$ cat config.mk
export PLATFORM = sky130hd
export DESIGN_NAME = insn_decode_timing
export DESIGN_NICKNAME = d
export VERILOG_FILES = /design/src/insn_timing_pkg.sv /design/src/opcode_classifier.sv /design/src/insn_decode_timing.sv
export VERILOG_INCLUDE_DIRS = /design/src
export SDC_FILE = /design/constraint.sdc
export NUM_CORES = 1
export LEC_CHECK = 0
export BUFFER_PORTS_ARGS = -buffer_cell sky130_fd_sc_hd__clkbuf_2
export CORE_ASPECT_RATIO = 2
export CORE_MARGIN = 5
export CORE_UTILIZATION = 51
export CTS_CLUSTER_DIAMETER = 60
export CTS_CLUSTER_SIZE = 24
export DETAILED_ROUTE_END_ITERATION = 16
export PLACE_DENSITY_LB_ADDON = 0.25
export SLEW_MARGIN = 25
export SYNTH_ARGS = -nofsm -noshare
export SYNTH_HDL_FRONTEND = slang
export SYNTH_SLANG_ARGS = --single-unit
export TNS_END_PERCENT = 10
$ cat constraint.sdc
create_clock -name i_clk_sys -period 2.85 [get_ports i_clk_sys]
set_clock_uncertainty 0.1 [all_clocks]
set_input_delay 0.1425 -clock i_clk_sys [delete_from_list [all_inputs] [get_ports i_clk_sys]]
set_output_delay 0.1425 -clock i_clk_sys [all_outputs]
set_load 0.02 [all_outputs]
$ cat src/insn_timing_defines.svh
/*
  constants for the instruction decode and cycle-timing block:
  opcode map, operand field positions and cycle counts.
  assumes a 24-bit program word, one instruction cycle per clock.
*/
// Behaviour
// - each single word is 24 bits whose 8-bit opcode picks the instruction type and whose rest holds operands.
// - exactly three opcodes span two program words and every other opcode spans one word.
// - a double-word instruction collects both consecutive words, 48 bits, before it issues.
// - the upper eight bits of the second word of a double-word instruction are zero.
// - a second word fetched on its own runs as a no-operation with no side effects.
// - a single-word instruction takes one cycle, or two with a no-operation cycle when its test is true or it moves the PC.
// - branch_always, indirect call or goto, table reads and writes and returns take two or three cycles.
// - a taken skip takes two cycles over a one-word instruction and three over a two-word instruction.
// - every double-word instruction completes in two cycles.
// - instructions fall into word or byte, bit, literal and control categories.
// - word or byte working-register forms carry base_source_reg, source_reg with modifier and dest_reg with modifier.
// - word or byte file-register forms carry file_reg_field and a bit choosing that register or working_reg_zero.
// - bit forms name a working or file register and a bit position from a literal or from base_source_reg.
// - literal moves load literal_field into the named working or file register.
// - literal arithmetic takes base_source_reg and a literal and names dest_reg only when it differs from the source.
// - control forms carry a program address or a table read and write mode.
`ifndef INSN_TIMING_DEFINES_SVH
`define INSN_TIMING_DEFINES_SVH

`define WORD_W      24
`define OPC_HI      23
`define OPC_LO      16
`define OPC_W       8
`define EXT_W       16

`define OPC_NOP     8'h00
`define OPC_DW_A    8'h01
`define OPC_DW_B    8'h02
`define OPC_DW_C    8'h03
`define CTL_CBR     4'h1
`define CTL_BRANCH  6'h08
`define CTL_CALLI   6'h09
`define CTL_GOTOI   6'h0A
`define CTL_TBL     4'h3
`define CTL_RET     6'h10
`define CTL_RETI    6'h11
`define CTL_SKIP    4'h5
`define OPC_FORM    5
`define OPC_BYTE    0

`define F_BASE      15:12
`define F_DMODE     11:10
`define F_DST       9:6
`define F_SMODE     5:4
`define F_SRC       3:0
`define F_FDEST     13
`define F_FILE      12:0
`define F_BITPOS    15:12
`define F_BIND      11
`define F_BFILE     10
`define F_BFADDR    9:0
`define F_LITMOV    15:4
`define F_LITARI    10:4
`define F_SAME      11
`define F_ADDR      15:0
`define F_TMODE     1:0

`define CYC_COND    2
`define CYC_BRANCH  2
`define CYC_IND     2
`define CYC_TBL     2
`define CYC_RET     3
`define CYC_DW      2
`define CYC_MIN     2
`define CYC_MAX     3

`endif

$ cat src/insn_timing_pkg.sv
/*
  types for the instruction decode and cycle-timing block.
  assumes insn_timing_defines.svh is on the include path.
*/
`include "insn_timing_defines.svh"

package insn_timing_pkg;

  typedef enum logic [1:0] {
    CAT_CTL = 2'h0,
    CAT_WB  = 2'h1,
    CAT_BIT = 2'h2,
    CAT_LIT = 2'h3
  } category_t;

  typedef enum logic [3:0] {
    KIND_NOP   = 4'h0,
    KIND_PLAIN = 4'h1,
    KIND_COND  = 4'h2,
    KIND_SKIP  = 4'h3,
    KIND_BRANCH = 4'h4,
    KIND_IND   = 4'h5,
    KIND_TBL   = 4'h6,
    KIND_RET   = 4'h7,
    KIND_DW    = 4'h8
  } kind_t;

  typedef enum logic [2:0] {
    ST_FETCH = 3'h0,
    ST_DW2   = 3'h1,
    ST_NOPS  = 3'h3,
    ST_SKIP1 = 3'h2,
    ST_SKIP2 = 3'h6
  } seq_state_t;

  typedef struct packed {
    seq_state_t              state;
    logic [1:0]              cnt;
    logic                    issue;
    logic                    nop;
    logic                    dw;
    logic                    dw_fault;
    kind_t                   kind;
    category_t               cat;
    logic [`WORD_W-1:0]      word;
    logic [`EXT_W-1:0]       ext;
  } seq_t;

endpackage : insn_timing_pkg

$ cat src/opcode_classifier.sv
/*
  opcode classifier: maps an 8-bit opcode to category, timing kind
  and the double-word flag. purely combinational.
  assumes the caller registers whatever it keeps.
*/
`timescale 1ns/1ps
`include "insn_timing_defines.svh"

module opcode_classifier (
  input  wire logic [`OPC_W-1:0]          i_opcode,
  output insn_timing_pkg::category_t      o_category,
  output insn_timing_pkg::kind_t          o_kind,
  output logic                            o_double
);

  logic [5:0] sub;

  always_comb begin
    sub        = i_opcode[5:0];
    o_category = insn_timing_pkg::category_t'(i_opcode[7:6]);
    o_kind     = insn_timing_pkg::KIND_PLAIN;
    o_double   = 1'b0;
    if (i_opcode == `OPC_NOP) begin
      o_kind = insn_timing_pkg::KIND_NOP;
    end else if (o_category == insn_timing_pkg::CAT_CTL) begin
      // only these three span two words
      if (i_opcode == `OPC_DW_A || i_opcode == `OPC_DW_B || i_opcode == `OPC_DW_C) begin
        o_kind   = insn_timing_pkg::KIND_DW;
        o_double = 1'b1;
      end else if (sub[5:2] == `CTL_CBR) begin
        o_kind = insn_timing_pkg::KIND_COND;
      end else if (sub == `CTL_BRANCH) begin
        o_kind = insn_timing_pkg::KIND_BRANCH;
      end else if (sub == `CTL_CALLI || sub == `CTL_GOTOI) begin
        o_kind = insn_timing_pkg::KIND_IND;
      end else if (sub[5:2] == `CTL_TBL) begin
        o_kind = insn_timing_pkg::KIND_TBL;
      end else if (sub == `CTL_RET || sub == `CTL_RETI) begin
        o_kind = insn_timing_pkg::KIND_RET;
      end else if (sub[5:2] == `CTL_SKIP) begin
        o_kind = insn_timing_pkg::KIND_SKIP;
      end
    end
  end

endmodule : opcode_classifier

$ cat src/insn_decode_timing.sv
/*
  instruction decode and cycle-timing sequencer. takes program words
  on a valid/ready fetch port, pairs double words, issues one decoded
  instruction per cycle and inserts no-operation cycles.
  assumes the datapath returns the condition result combinationally
  in the issue cycle, and that the clock is the instruction clock.
*/
`timescale 1ns/1ps
`include "insn_timing_defines.svh"

module insn_decode_timing #(
  parameter int unsigned RET_CYCLES = `CYC_RET
) (
  input  wire logic                        i_clk_sys,
  input  wire logic                        i_rst_b,
  input  wire logic                        i_fetch_valid,
  input  wire logic [`WORD_W-1:0]          i_fetch_word,
  input  wire logic                        i_cond_true,
  output logic                             o_fetch_ready,
  output logic                             o_exec_valid,
  output logic                             o_nop_cycle,
  output logic [`OPC_W-1:0]                o_opcode,
  output insn_timing_pkg::category_t       o_category,
  output insn_timing_pkg::kind_t           o_kind,
  output logic                             o_double,
  output logic                             o_dw_fault,
  output logic                             o_byte_op,
  output logic                             o_file_form,
  output logic [3:0]                       o_base_source_reg,
  output logic [3:0]                       o_source_reg,
  output logic [1:0]                       o_source_mode,
  output logic [3:0]                       o_dest_reg,
  output logic [1:0]                       o_dest_mode,
  output logic [12:0]                      o_file_reg_field,
  output logic                             o_dest_working_reg_zero,
  output logic [3:0]                       o_bit_pos,
  output logic                             o_bit_from_base,
  output logic [11:0]                      o_literal_field,
  output logic                             o_dest_is_source,
  output logic [15:0]                      o_prog_addr,
  output logic [1:0]                       o_table_mode,
  output logic [`EXT_W-1:0]                o_ext_word
);

  if ((RET_CYCLES < `CYC_MIN) || (RET_CYCLES > `CYC_MAX)) begin : g_ret_check
    $error("RET_CYCLES must be two or three");
  end

  insn_timing_pkg::seq_t       q;
  insn_timing_pkg::seq_t       d;
  insn_timing_pkg::category_t  cls_cat;
  insn_timing_pkg::kind_t      cls_kind;
  logic                        cls_double;
  logic [1:0]                  extra;
  logic                        need_nops;
  logic                        skip_go;
  logic                        discard;
  logic                        take;
  logic [`WORD_W-1:0]          w;

  // cycles beyond the issue cycle, as a down-count seed
  function automatic logic [1:0] extra_cycles(input insn_timing_pkg::kind_t k,
                                               input logic cond);
    logic [1:0] r;
    r = 2'h0;
    unique case (k)
      insn_timing_pkg::KIND_COND: r = cond ? 2'(`CYC_COND - 1) : 2'h0;
      insn_timing_pkg::KIND_BRANCH: r = 2'(`CYC_BRANCH - 1);
      insn_timing_pkg::KIND_IND:  r = 2'(`CYC_IND - 1);
      insn_timing_pkg::KIND_TBL:  r = 2'(`CYC_TBL - 1);
      insn_timing_pkg::KIND_RET:  r = 2'(RET_CYCLES - 1);
      // second-word fetch already was the first of the two cycles
      insn_timing_pkg::KIND_DW:   r = 2'(`CYC_DW - 2);
      insn_timing_pkg::KIND_NOP,
      insn_timing_pkg::KIND_PLAIN,
      insn_timing_pkg::KIND_SKIP: r = 2'h0;
      default:                    r = 2'h0;
    endcase
    return r;
  endfunction : extra_cycles

  opcode_classifier u_classifier (
    .i_opcode   (i_fetch_word[`OPC_HI:`OPC_LO]),
    .o_category (cls_cat),
    .o_kind     (cls_kind),
    .o_double   (cls_double)
  );

  always_comb begin
    extra     = extra_cycles(q.kind, i_cond_true);
    need_nops = q.issue && (extra != 2'h0);
    skip_go   = q.issue && (q.kind == insn_timing_pkg::KIND_SKIP) && i_cond_true;
    unique case (q.state)
      insn_timing_pkg::ST_FETCH: o_fetch_ready = !need_nops;
      insn_timing_pkg::ST_NOPS:  o_fetch_ready = (q.cnt == 2'h0);
      insn_timing_pkg::ST_DW2,
      insn_timing_pkg::ST_SKIP1,
      insn_timing_pkg::ST_SKIP2: o_fetch_ready = 1'b1;
      default:                   o_fetch_ready = 1'b0;
    endcase
    take    = i_fetch_valid && o_fetch_ready;
    discard = skip_go || (q.state == insn_timing_pkg::ST_SKIP1) ||
              (q.state == insn_timing_pkg::ST_SKIP2);
  end

  always_comb begin
    d          = q;
    d.issue    = 1'b0;
    d.nop      = 1'b0;
    d.dw_fault = 1'b0;
    unique case (q.state)
      insn_timing_pkg::ST_FETCH: begin
        if (need_nops) begin
          d.state = insn_timing_pkg::ST_NOPS;
          d.cnt   = extra - 2'h1;
          d.nop   = 1'b1;
        end else if (skip_go) begin
          // the word taken now is the skipped one
          if (take) begin
            d.nop   = 1'b1;
            d.state = cls_double ? insn_timing_pkg::ST_SKIP2 : insn_timing_pkg::ST_FETCH;
          end else begin
            d.state = insn_timing_pkg::ST_SKIP1;
          end
        end
      end
      insn_timing_pkg::ST_DW2: begin
        d.state = insn_timing_pkg::ST_DW2;
      end
      insn_timing_pkg::ST_NOPS: begin
        if (q.cnt != 2'h0) begin
          d.cnt = q.cnt - 2'h1;
          d.nop = 1'b1;
        end else begin
          d.state = insn_timing_pkg::ST_FETCH;
        end
      end
      insn_timing_pkg::ST_SKIP1: begin
        // fetch stalled during the skip; slack cycles add to its length
        if (take) begin
          d.nop   = 1'b1;
          d.state = cls_double ? insn_timing_pkg::ST_SKIP2 : insn_timing_pkg::ST_FETCH;
        end
      end
      insn_timing_pkg::ST_SKIP2: begin
        if (take) begin
          d.nop   = 1'b1;
          d.state = insn_timing_pkg::ST_FETCH;
        end
      end
      default: begin
        d.state = insn_timing_pkg::ST_FETCH;
      end
    endcase

    if (take && !discard) begin
      if (q.state == insn_timing_pkg::ST_DW2) begin
        // both words in hand: first word and low 16 bits of the second issue together
        d.ext      = i_fetch_word[`EXT_W-1:0];
        d.dw_fault = (i_fetch_word[`OPC_HI:`OPC_LO] != `OPC_NOP);
        d.issue    = 1'b1;
        d.state    = insn_timing_pkg::ST_FETCH;
      end else begin
        d.word = i_fetch_word;
        d.kind = cls_kind;
        d.cat  = cls_cat;
        d.dw   = cls_double;
        d.ext  = '0;
        if (cls_double) begin
          d.state = insn_timing_pkg::ST_DW2;
        end else begin
          d.issue = 1'b1;
          d.state = insn_timing_pkg::ST_FETCH;
        end
      end
    end
  end

  always_ff @(posedge i_clk_sys) begin
    if (!i_rst_b) begin
      q <= '0;
    end else begin
      q <= d;
    end
  end

  assign w = q.word;

  // fields are sliced for every form; o_category says which are live
  assign o_exec_valid            = q.issue;
  assign o_nop_cycle             = q.nop;
  assign o_opcode                = w[`OPC_HI:`OPC_LO];
  assign o_category              = q.cat;
  assign o_kind                  = q.kind;
  assign o_double                = q.dw;
  assign o_dw_fault              = q.dw_fault;
  assign o_byte_op               = w[`OPC_LO + `OPC_BYTE];
  assign o_file_form             = w[`OPC_LO + `OPC_FORM];
  assign o_base_source_reg       = w[`F_BASE];
  assign o_source_reg            = w[`F_SRC];
  assign o_source_mode           = w[`F_SMODE];
  assign o_dest_reg              = w[`F_DST];
  assign o_dest_mode             = w[`F_DMODE];
  assign o_file_reg_field        = (q.cat == insn_timing_pkg::CAT_BIT) ?
                                   {3'h0, w[`F_BFADDR]} : w[`F_FILE];
  assign o_dest_working_reg_zero = !w[`F_FDEST];
  assign o_bit_pos               = w[`F_BITPOS];
  assign o_bit_from_base         = w[`F_BIND];
  assign o_literal_field         = w[`OPC_LO + `OPC_FORM] ?
                                   {5'h00, w[`F_LITARI]} : w[`F_LITMOV];
  assign o_dest_is_source        = w[`F_SAME];
  assign o_prog_addr             = w[`F_ADDR];
  assign o_table_mode            = w[`F_TMODE];
  assign o_ext_word              = q.ext;

endmodule : insn_decode_timing

# Word level (Yosys, flattened, before mapping)
# Cells that the tools add are included.
# totals
elab_cells	110
out_inout_bits	103
mem_bits_rw	0
regBits	55
n_memories	0
romBits	0
latchBits	0
# op_classes
add_sub_neg	2
n_mux	39
div_mod_pow	0
bitwise	1
n_mul	0
order_cmp	0
shift	0
eq_ne	28
n_reduce_logical	30
# ops
cell	count
$mux 4	8
$mux 3	9
$eq 4x3->1 const B	5
$eq 6x4->1 const B	3
$eq 8x2->1 const B	2
$mux 16	1
$pmux 3 s5	1
$mux 13	1
$eq 4x2->1 const B	3
$eq 6x5->1 const B	2
$mux 12	1
$mux 1	11
$eq 8x1->1 const B	1
$logic_not 8->1	1
$reduce_bool 8->1	1
$eq 3x2->1 const B	2
$logic_or 1x1->1	6
$mux 2	3
$ne 3x2->1 const B	2
$pmux 1 s3	2
$pmux 2 s3	1
$reduce_and 3->1	2
$reduce_bool 2->1	3
$reduce_or 3->1	2
17 further kinds	27

# Depth between registers and ports, before layout
# Gate-level depths: netlist (run 1).
# logic_depth
word_depth	13
depth_mapped	8
mapped_depth_nobuf	5

# Modules after synthesis
# Synthesis (run 1) repeated with hierarchy kept, for this count alone.
# hier_totals
cells_unflattened	393
area_unflattened_um2	3318.2
# modules_own_cells
mod	instances	cells_each	area_per_inst_um2
insn_decode_timing	1	377	3208.1
opcode_classifier	1	16	110.1

# Worst setup path before layout (run 1)
# OpenSTA, ideal clock, no wires.
# synth_timing
kind	reg2reg
from	register, netlist name o_double
to	register q, in the netlist o_ext_word[0]
path_slack_ns	0.919
period_less_slack_ns	1.931
arrival_ns	1.714
required_time_ns	2.633
stages_incl_launch_ff	8
setup_ns	0.117
cell_sequence	dfxtp_1 nand4b_2 o211ai_2 a21oi_2 and4_4 buf_6 buf_6 a22o_1
# synth_lines
element	line	source
end signal, assigned	insn_decode_timing.sv:181	q <= '0;
end signal, assigned	insn_decode_timing.sv:183	q <= d;
end, declared	insn_decode_timing.sv:49	insn_timing_pkg::seq_t q;

# Worst setup path after layout (run 1)
# layout_timing
from	register q[52] (netlist name)
to	register q, in the netlist w[5]
# layout_via
elab_chain_cells	6
# layout_rtl
element	line	source
$eq 3x2->1, or another cell as far along	insn_decode_timing.sv:93, insn_decode_timing.sv:102	
$reduce_or 3->1 or $logic_or 1x1->1 (tied branches)	insn_decode_timing.sv:93, insn_decode_timing.sv:102	
$pmux 1 s3 or $logic_or 1x1->1 (tied branches)	insn_decode_timing.sv:93, insn_decode_timing.sv:102	
$logic_and 1x1->1 or $logic_not 1->1 (tied branches)	insn_decode_timing.sv:101, insn_decode_timing.sv:156	
$logic_and 1x1->1	insn_decode_timing.sv:156	if (take && !discard) begin
$reduce_and 2->1 (no line) (*)	-	
# Mark *: on every way between the ends. The rest lies on a longest branch, timed or not.
# A chain may end at the register's enable or synchronous reset.

==> reports/results.ini, run 1 <==
[synthesis]
synth_nets=369
ys.warnings.count=0
synth_cell_types=47
post_synth.cell_area_avg_um2=8.49
synth.ff_latch_count=52
syn-cell-area_um2=2890
ys_seq_area_share_pct=36.0
postSynthCellCount=341

[grt]
grt_pass1_wl_um=10500
groute.usage.overall_pct=17.0
grt_pass1_vias=2178
grt_antenna_before_repair=0
global_route.overflow_total=0
grt_start_max_net_pins=40

[timing]
layout_min_cycle_time_ns=2.25
worst_pin_slew_ns=0.711
max_freq_ghz=0.444
timing.final.crit_share_pct=79.0
rsz0062_at_grt=false
slew_headroom_pct=52.5
worst_case_hold_slack_ns=0.00715
timing.setup.tns_ns=0
final-max-slew-violation-count=0
hold_viol_final=0
setup_viol_count_final=0

[routing]
routedLengthMet1_um=2670
wl_per_cell_um=14.1
drc=0
drt.antenna.violating_nets=0
first_iter_violations=104
wl_met3_um=377
maxUsedRoutingLayer=met4
met2WireLength_um=3220
detail_route.first_pass.iterations=4
viasPerCell=5.16
routed-via-count=2334
postRouteWirelength_um=6380

[floorplan]
design.die.area_um2=7370
core_area_um2=5610
top_level_ports=131
core.rowCount=39
die_width_um=63.3
die_h_um=117
effective_utilization_at_floorplan_pct=51.6

[clocking]
clock-root-buffer=clkbuf_16
cts-root-to-sink-buffers=2
tritoncts=built
clk_pin_slew_ns=0.06
cts_num_sinks=52
postCtsSetupBuffers=0
cts_hold_buf=12
numCtsBuffers=5
postCtsResizedCells=0
cts_max_level=2
clk_latency_ns=0.28

[power]
comb_power_share_pct=17.3
power_mw=1.68
power-per-cell-area_nw_per_um2=527
ir_drop_uv=488
power.share.sequential_pct=46.4
internal_power_mw=1.20
power.switching_fraction_pct=28.5
leakage_power_summed_over_all_cells_nw=1.53
net-switching-power_mw=0.479
clock_power_share_pct=36.2

[setup_path]
worst_ep_required_time_ns=2.96
critical_path.slowest_cell=a21oi_4
worstPathCellList=or2b_1 > o2111ai_1 > a21oi_4 > buf_4 > nand3_1 > o21ai_0
timing.critical_path.from_type=flop
largest_delay_share_family_worst_path=compound AO/OA/AOI/OAI gates
critical_path_sink_type=flop
path_buf_inv=1
cp_slowest_stage_delay_ns=0.60
worst-endpoint-arrival_ns=2.37
maximum_fanout_along_the_worst_path=34
timing_worst_setup_path_type=reg -> reg

[placement]
place_congestion=0.788
place_hpwl_um=4800
io_buffer_count=130
placed_area_um2=2920

[layout]
area_growth_pct=10.3
num-nets-final=418
final_cell_area_um2=3190
final.fill_count=546
layout-drive-gt1-share_pct=38.6
antenna_cells_inserted=0

[run]
maxCapViolations=0

[worst_hold_path]
hold_path_class=in -> reg

[status]
outcome=completed

registers in the layout, summed over array words and instances (netlist names):
signal,flops
o_category,2
o_kind,3
q,5
o_ext_word,16
w,22
o_exec_valid,1
o_double,1
o_nop_cycle,1
o_dw_fault,1
area by class of cell:
cell class	instances	area (um2)	share of cell area (%)
inverter	6	22.5	0.706
sequential	52	1040	32.6
timing repair buffer	145	793	24.9
tap	61	76.3	2.39
clock inverter	2	15.0	0.470
clock buffer	6	139	4.35
multi-input combinational	180	1100	34.6
layout by cell type, fill, tap and decap left out, types with 3 or more instances in the layout:
| cell type | Yosys | layout |
|---|---|---|
| dlygate4sd3_1 | 0 | 12 |
| buf_4 | 87 | 3 |
| clkbuf_2 | 0 | 130 |
| and3_1 | 3 | 3 |
| inv_1 | 6 | 6 |
| a21oi_1 | 6 | 6 |
| a22o_1 | 16 | 16 |
| nor2b_1 | 8 | 8 |
| mux2i_1 | 3 | 3 |
| nand3_1 | 29 | 29 |
| dfxtp_1 | 52 | 52 |
| nor2_1 | 9 | 9 |
| o21ai_0 | 31 | 31 |
| nand2b_1 | 3 | 3 |
| and2_1 | 4 | 4 |
| clkbuf_16 | 0 | 5 |
| nand2_1 | 31 | 31 |
| nand3b_1 | 4 | 4 |
cells by family after synthesis:
family | Yosys count | share of synthesized area (%)
AOI/OAI and AO/OA | 74 | 17.9
buffers and inverters | 109 | 26.1
and+or+nand+nor | 102 | 18.6
DFF | 52 | 36.0
muxes | 4 | 1.43
worst register-to-register path, cell delays in order, from the launching register on:
cell,delay (ns)
dfxtp_1,0.55
or2b_1,0.20
o2111ai_1,0.18
a21oi_4,0.60
buf_4,0.35
nand3_1,0.11
o21ai_0,0.09
metal layers:
metal	global-route usage (%)	up-vias
li1	-	1183
met1	21.0	1064
met2	28.9	80
met3	3.75	7
met4	6.10	0
met5	0	-
synth_stat cells (all sizes together):
cell type	instances	area (um2)
dfxtp	52	1040
mux2i	3	30.0
nand3	29	145
nand4	1	6.26
inv	6	22.5
a21o	1	7.51
and3b	1	8.76
clkbuf	10	37.5
o32ai	1	8.76
nor3b	1	7.51
or3b	1	8.76
o211ai	2	20.0
nor2b	8	50.1
o21a	2	15.0
a2111oi	1	8.76
a22o	16	140
nand4b	1	15.0
buf	93	696
nor4	1	6.26
and3	3	18.8
nand3b	4	30.0
nand2b	3	18.8
o21bai	1	7.51
o211a	2	20.0
a31o	1	8.76
o2111ai	2	17.5
or2b	1	7.51
and2	4	25.0
o21ai	32	160
mux2	1	11.3
a21oi	8	47.6
nor2	9	33.8
and2b	1	7.51
a2bb2oi	1	8.76
o311ai	1	8.76
a41o	1	10.0
nor3	2	21.3
a31oi	1	21.3
nand2	31	116
a21boi	1	7.51
and4	1	11.3
final timing paths:
check	startpoint	depth (start not counted)	to	slack, ns
setup / recovery	q[52]	6	w[5]	0.60
hold / removal	i_fetch_word[5]	2	o_ext_word[5]	0.007
setup reg to reg	q[52]	6	w[5]	0.60
hold reg to reg	w[17]	2	w[17]	0.36
power by group through the flow:
stage,clock network (mW),logic (mW),registers (mW)
floorplan,0,0.251,0.795
global placement,0,0.279,0.797
detailed placement,0,0.282,0.799
CTS,0.621,0.295,0.782
global route,0.661,0.315,0.787
finish,0.609,0.292,0.781
stage by stage:
stage                     setup slack (ns)  std cells  util, %
after detailed placement             0.606        432     52.0
after global placement               0.706        432     52.0
after floorplan                      0.919        341        -
after global routing                 0.385        452     56.9
final                                0.597        452     56.9
after CTS                            0.591        452     56.9
Note: power is estimated with default switching activity, not from simulation.
==> inputs of run 2 (changes only) <==
--- a/config.mk
+++ b/config.mk
@@ -6,10 +6,11 @@
 export SDC_FILE = /design/constraint.sdc
 export NUM_CORES = 1
 export LEC_CHECK = 0
+export ABC_AREA = 1
 export BUFFER_PORTS_ARGS = -buffer_cell sky130_fd_sc_hd__clkbuf_2
 export CORE_ASPECT_RATIO = 2
 export CORE_MARGIN = 5
-export CORE_UTILIZATION = 51
+export CORE_UTILIZATION = 48
 export CTS_CLUSTER_DIAMETER = 60
 export CTS_CLUSTER_SIZE = 24
 export DETAILED_ROUTE_END_ITERATION = 16
==> constraint.sdc (replaced) <==
create_clock -name i_clk_sys -period 2.33 [get_ports i_clk_sys]
set_clock_uncertainty 0.1 [all_clocks]
set_input_delay 0.1165 -clock i_clk_sys [delete_from_list [all_inputs] [get_ports i_clk_sys]]
set_output_delay 0.1165 -clock i_clk_sys [all_outputs]
set_load 0.02 [all_outputs]
==> reports/results.ini, run 2 <==
[setup_path]
regToRegEndpoint=o_kind[1]  ; was w[5]
worstPathCellList=inv_1 > nand2_1 > nand2_1 > nand2_1 > nand2_1 > nand2_2 > nand3_4 > nor2_4 > buf_12 > nand3_1 > a21oi_1  ; was or2b_1 > o2111ai_1 > a21oi_4 > buf_4 > nand3_1 > o21ai_0
timing.critical_path.from_type=flop  ; unchanged
reg2reg_setup_slack_ns=0.36  ; was 0.60 ns
crit_top_cell=nand2_1
cp_slowest_stage_delay_ns=0.41  ; was 0.60 ns
timing.reg2reg.worst_path_depth=11  ; was 6
critical_path_sink_type=flop  ; unchanged
critical_path.slowest_cell=dfxtp_1  ; was a21oi_4
worst-endpoint-arrival_ns=2.09  ; was 2.37 ns
worst_ep_required_time_ns=2.45  ; was 2.96 ns
maximum_fanout_along_the_worst_path=28  ; was 34
regToRegStartpoint=o_double  ; was q[52]
path_buf_inv=2  ; was 1
timing_worst_setup_path_type=reg -> reg  ; unchanged
largest_delay_share_family_worst_path=simple AND/OR/NAND/NOR gates  ; was compound AO/OA/AOI/OAI gates

[synthesis]
synth_nets=412  ; was 369
postSynthCellCount=384  ; was 341
postSynth.asyncResetShare_pct=0  ; unchanged
synth.ff_latch_count=52  ; unchanged
post-synth-top-area-cell=dfxtp_1  ; unchanged
most_frequent_cells_after_synthesis=89 x buf_4, 52 x dfxtp_1, 42 x inv_1  ; was 87 x buf_4, 52 x dfxtp_1, 31 x nand2_1, 31 x o21ai_0, 29 x nand3_1
synth.most_common_cell=buf_4  ; unchanged
post_synth.cell_area_avg_um2=7.70  ; was 8.49 um2
ys.warnings.count=0  ; unchanged
synth_area_leaders=dfxtp_1 35%, buf_4 23%, a21oi_2 5.9%  ; was dfxtp_1 36%, buf_4 23%, o21ai_0 5.4%
synth-edff-count=0  ; unchanged
commonest_register_cell_after_synthesis=dfxtp_1  ; unchanged
synth_cell_types=27  ; was 47
syn-cell-area_um2=2960  ; was 2890 um2
synth_largest_type_area_fraction_pct=35.2  ; was 36.0%
ys_seq_area_share_pct=35.2  ; was 36.0%

[clocking]
postCtsSetupBuffers=0  ; unchanged
cts_max_level=2  ; unchanged
clock-root-buffer=clkbuf_16  ; unchanged
cts-root-to-sink-buffers=2  ; unchanged
numCtsBuffers=5  ; unchanged
clk_latency_ns=0.28  ; about the same
cts_num_sinks=52  ; unchanged
tritoncts=built  ; unchanged
clk_pin_slew_ns=0.07  ; was 0.06 ns

[routing]
detail_route.first_pass.iterations=4  ; unchanged
routed-via-count=2461  ; was 2334
drc=0  ; unchanged
postRouteWirelength_um=6670  ; was 6380 um
drt.antenna.violating_nets=0  ; unchanged
wl_per_cell_um=13.2  ; was 14.1 um
viasPerCell=4.87  ; was 5.16
first_iter_violations=147  ; was 104

[layout]
antenna_cells_inserted=0  ; unchanged
final_cell_mix=130 x clkbuf_2, 52 x dfxtp_1, 42 x inv_1  ; was 130 x clkbuf_2, 52 x dfxtp_1, 31 x nand2_1, 31 x o21ai_0, 29 x nand3_1
largest_register_ffs=22  ; unchanged
final.fill_count=616  ; was 546
num-nets-final=469  ; was 418
final-instance-count-excl-fill=505  ; was 452
layout-drive-gt1-share_pct=39.6  ; was 38.6%
area_growth_pct=11.5  ; was 10.3%
layout.cells.most_common=clkbuf_2  ; unchanged

[grt]
grt_antenna_before_repair=0  ; unchanged
grt_pass1_vias=2317  ; was 2178
grt_start_max_net_pins=37  ; was 40
groute.usage.overall_pct=17.2  ; was 17.0%
global_route.overflow_total=0  ; unchanged
grt_pass1_wl_um=10900  ; was 10500 um

[timing]
rsz0062_at_grt=false  ; unchanged
slew_headroom_pct=76.0  ; was 52.5%
layout_setup_ws_ns=0.360  ; was 0.597 ns
max_freq_ghz=0.508  ; was 0.444 GHz
timing.setup.tns_ns=0  ; unchanged
layout_min_cycle_time_ns=1.97  ; was 2.25 ns
worst_case_hold_slack_ns=0.00360  ; was 0.00715 ns
setup_viol_count_final=0  ; unchanged
worst_pin_slew_ns=0.358  ; was 0.711 ns
final-max-slew-violation-count=0  ; unchanged
timing.final.crit_share_pct=84.5  ; was 79.0%
hold_viol_final=0  ; unchanged

[placement]
place_hpwl_um=5230  ; was 4800 um
numPlacedInstances=483  ; was 432
placement.setup.worst_slack_ns=0.341  ; was 0.606 ns
io_buffer_count=130  ; unchanged
place_congestion=0.838  ; was 0.788

[worst_hold_path]
hold_path_class=in -> reg  ; unchanged
hold-path-endpoint=w[14]  ; was o_ext_word[5]
hold_path_depth=3  ; was 2
timing.hold.worst.start=i_fetch_word[14]  ; was i_fetch_word[5]

[power]
leakage_power_summed_over_all_cells_nw=1.70  ; was 1.53 nW
ir_drop_uv=396  ; was 488 uV
power-per-cell-area_nw_per_um2=689  ; was 527 nW/um2

[floorplan]
top_level_ports=131  ; unchanged
design.die.area_um2=7920  ; was 7370 um2
die_width_um=65.5  ; was 63.3 um
core_area_um2=6010  ; was 5610 um2
effective_utilization_at_floorplan_pct=49.2  ; was 51.6%
core.rowCount=40  ; was 39
die_h_um=121  ; was 117 um

[status]
outcome=completed  ; unchanged

[run]
maxCapViolations=0  ; unchanged

run 2: worst max path at each step:
| stage | start | to | slack, ns | cells past startpoint |
|---|---|---|---|---|
| after global placement | o_double | o_dw_fault | 0.40 | 10 |
| after detailed placement | o_double | o_ext_word[9] | 0.34 | 10 |
| after CTS | o_double | o_ext_word[9] | 0.32 | 10 |
| final | o_double | o_kind[1] | 0.36 | 11 |
| after global routing | o_double | o_ext_word[9] | 0.06 | 10 |
| after floorplan | o_double | w[2] | 0.44 | 11 |
run 2: layout make-up:
type	instances	area, um2	share of cell area [%]
multi-input combinational	188	1010	30.6
tap	63	78.8	2.39
timing repair buffer	149	853	25.9
inverter	45	169	5.13
clock inverter	3	18.8	0.569
clock buffer	5	125	3.80
sequential	52	1040	31.6
run 2: where the power goes:
part	switching [mW]	leakage [nW]	internal [mW]
clock network	0.310	0.0736	0.396
logic	0.382	1.20	0.192
registers	0.0519	0.426	0.939
total	0.744	1.70	1.53
run 2: worst reg2reg max path: stages, from the launching register on:
cell and delay (ns):
dfxtp_1 0.41, inv_1 0.06, nand2_1 0.09, nand2_1 0.08
nand2_1 0.13, nand2_1 0.10, nand2_2 0.13, nand3_4 0.16
nor2_4 0.22, buf_12 0.22, nand3_1 0.09, a21oi_1 0.13
run 2: kinds of logic after synthesis:
| group | share of synthesized area (%) |
|---|---|
| buffers and inverters | 30.6 |
| and+or+nand+nor | 15.5 |
| AOI/OAI and AO/OA | 18.7 |
| DFF | 35.2 |
run 2: metrics by stage:
stage                     power (mW)  util, %  area (um2)
after floorplan                 1.52        -        2960
after global placement          1.57     50.1        3010
after detailed placement        1.57     50.1        3010
after CTS                       2.30     54.9        3300
after global routing            2.40     54.9        3300
final                           2.27     54.9        3300
run 2: repair_timing:
action / CTS / global route
gates resized for setup: 0 / 0
hold buffers: 14 / 0
setup endpoints to repair: 0 / 0
endpoints found under the hold margin: 17 / 0
run 2: per-layer routing:
layer	track usage (%)	vias up	wire, um
li1	-	1275	-
met1	18.6	1108	2640
met2	32.2	74	3670
met3	2.87	4	273
met4	6.75	0	91
met5	0	-	0
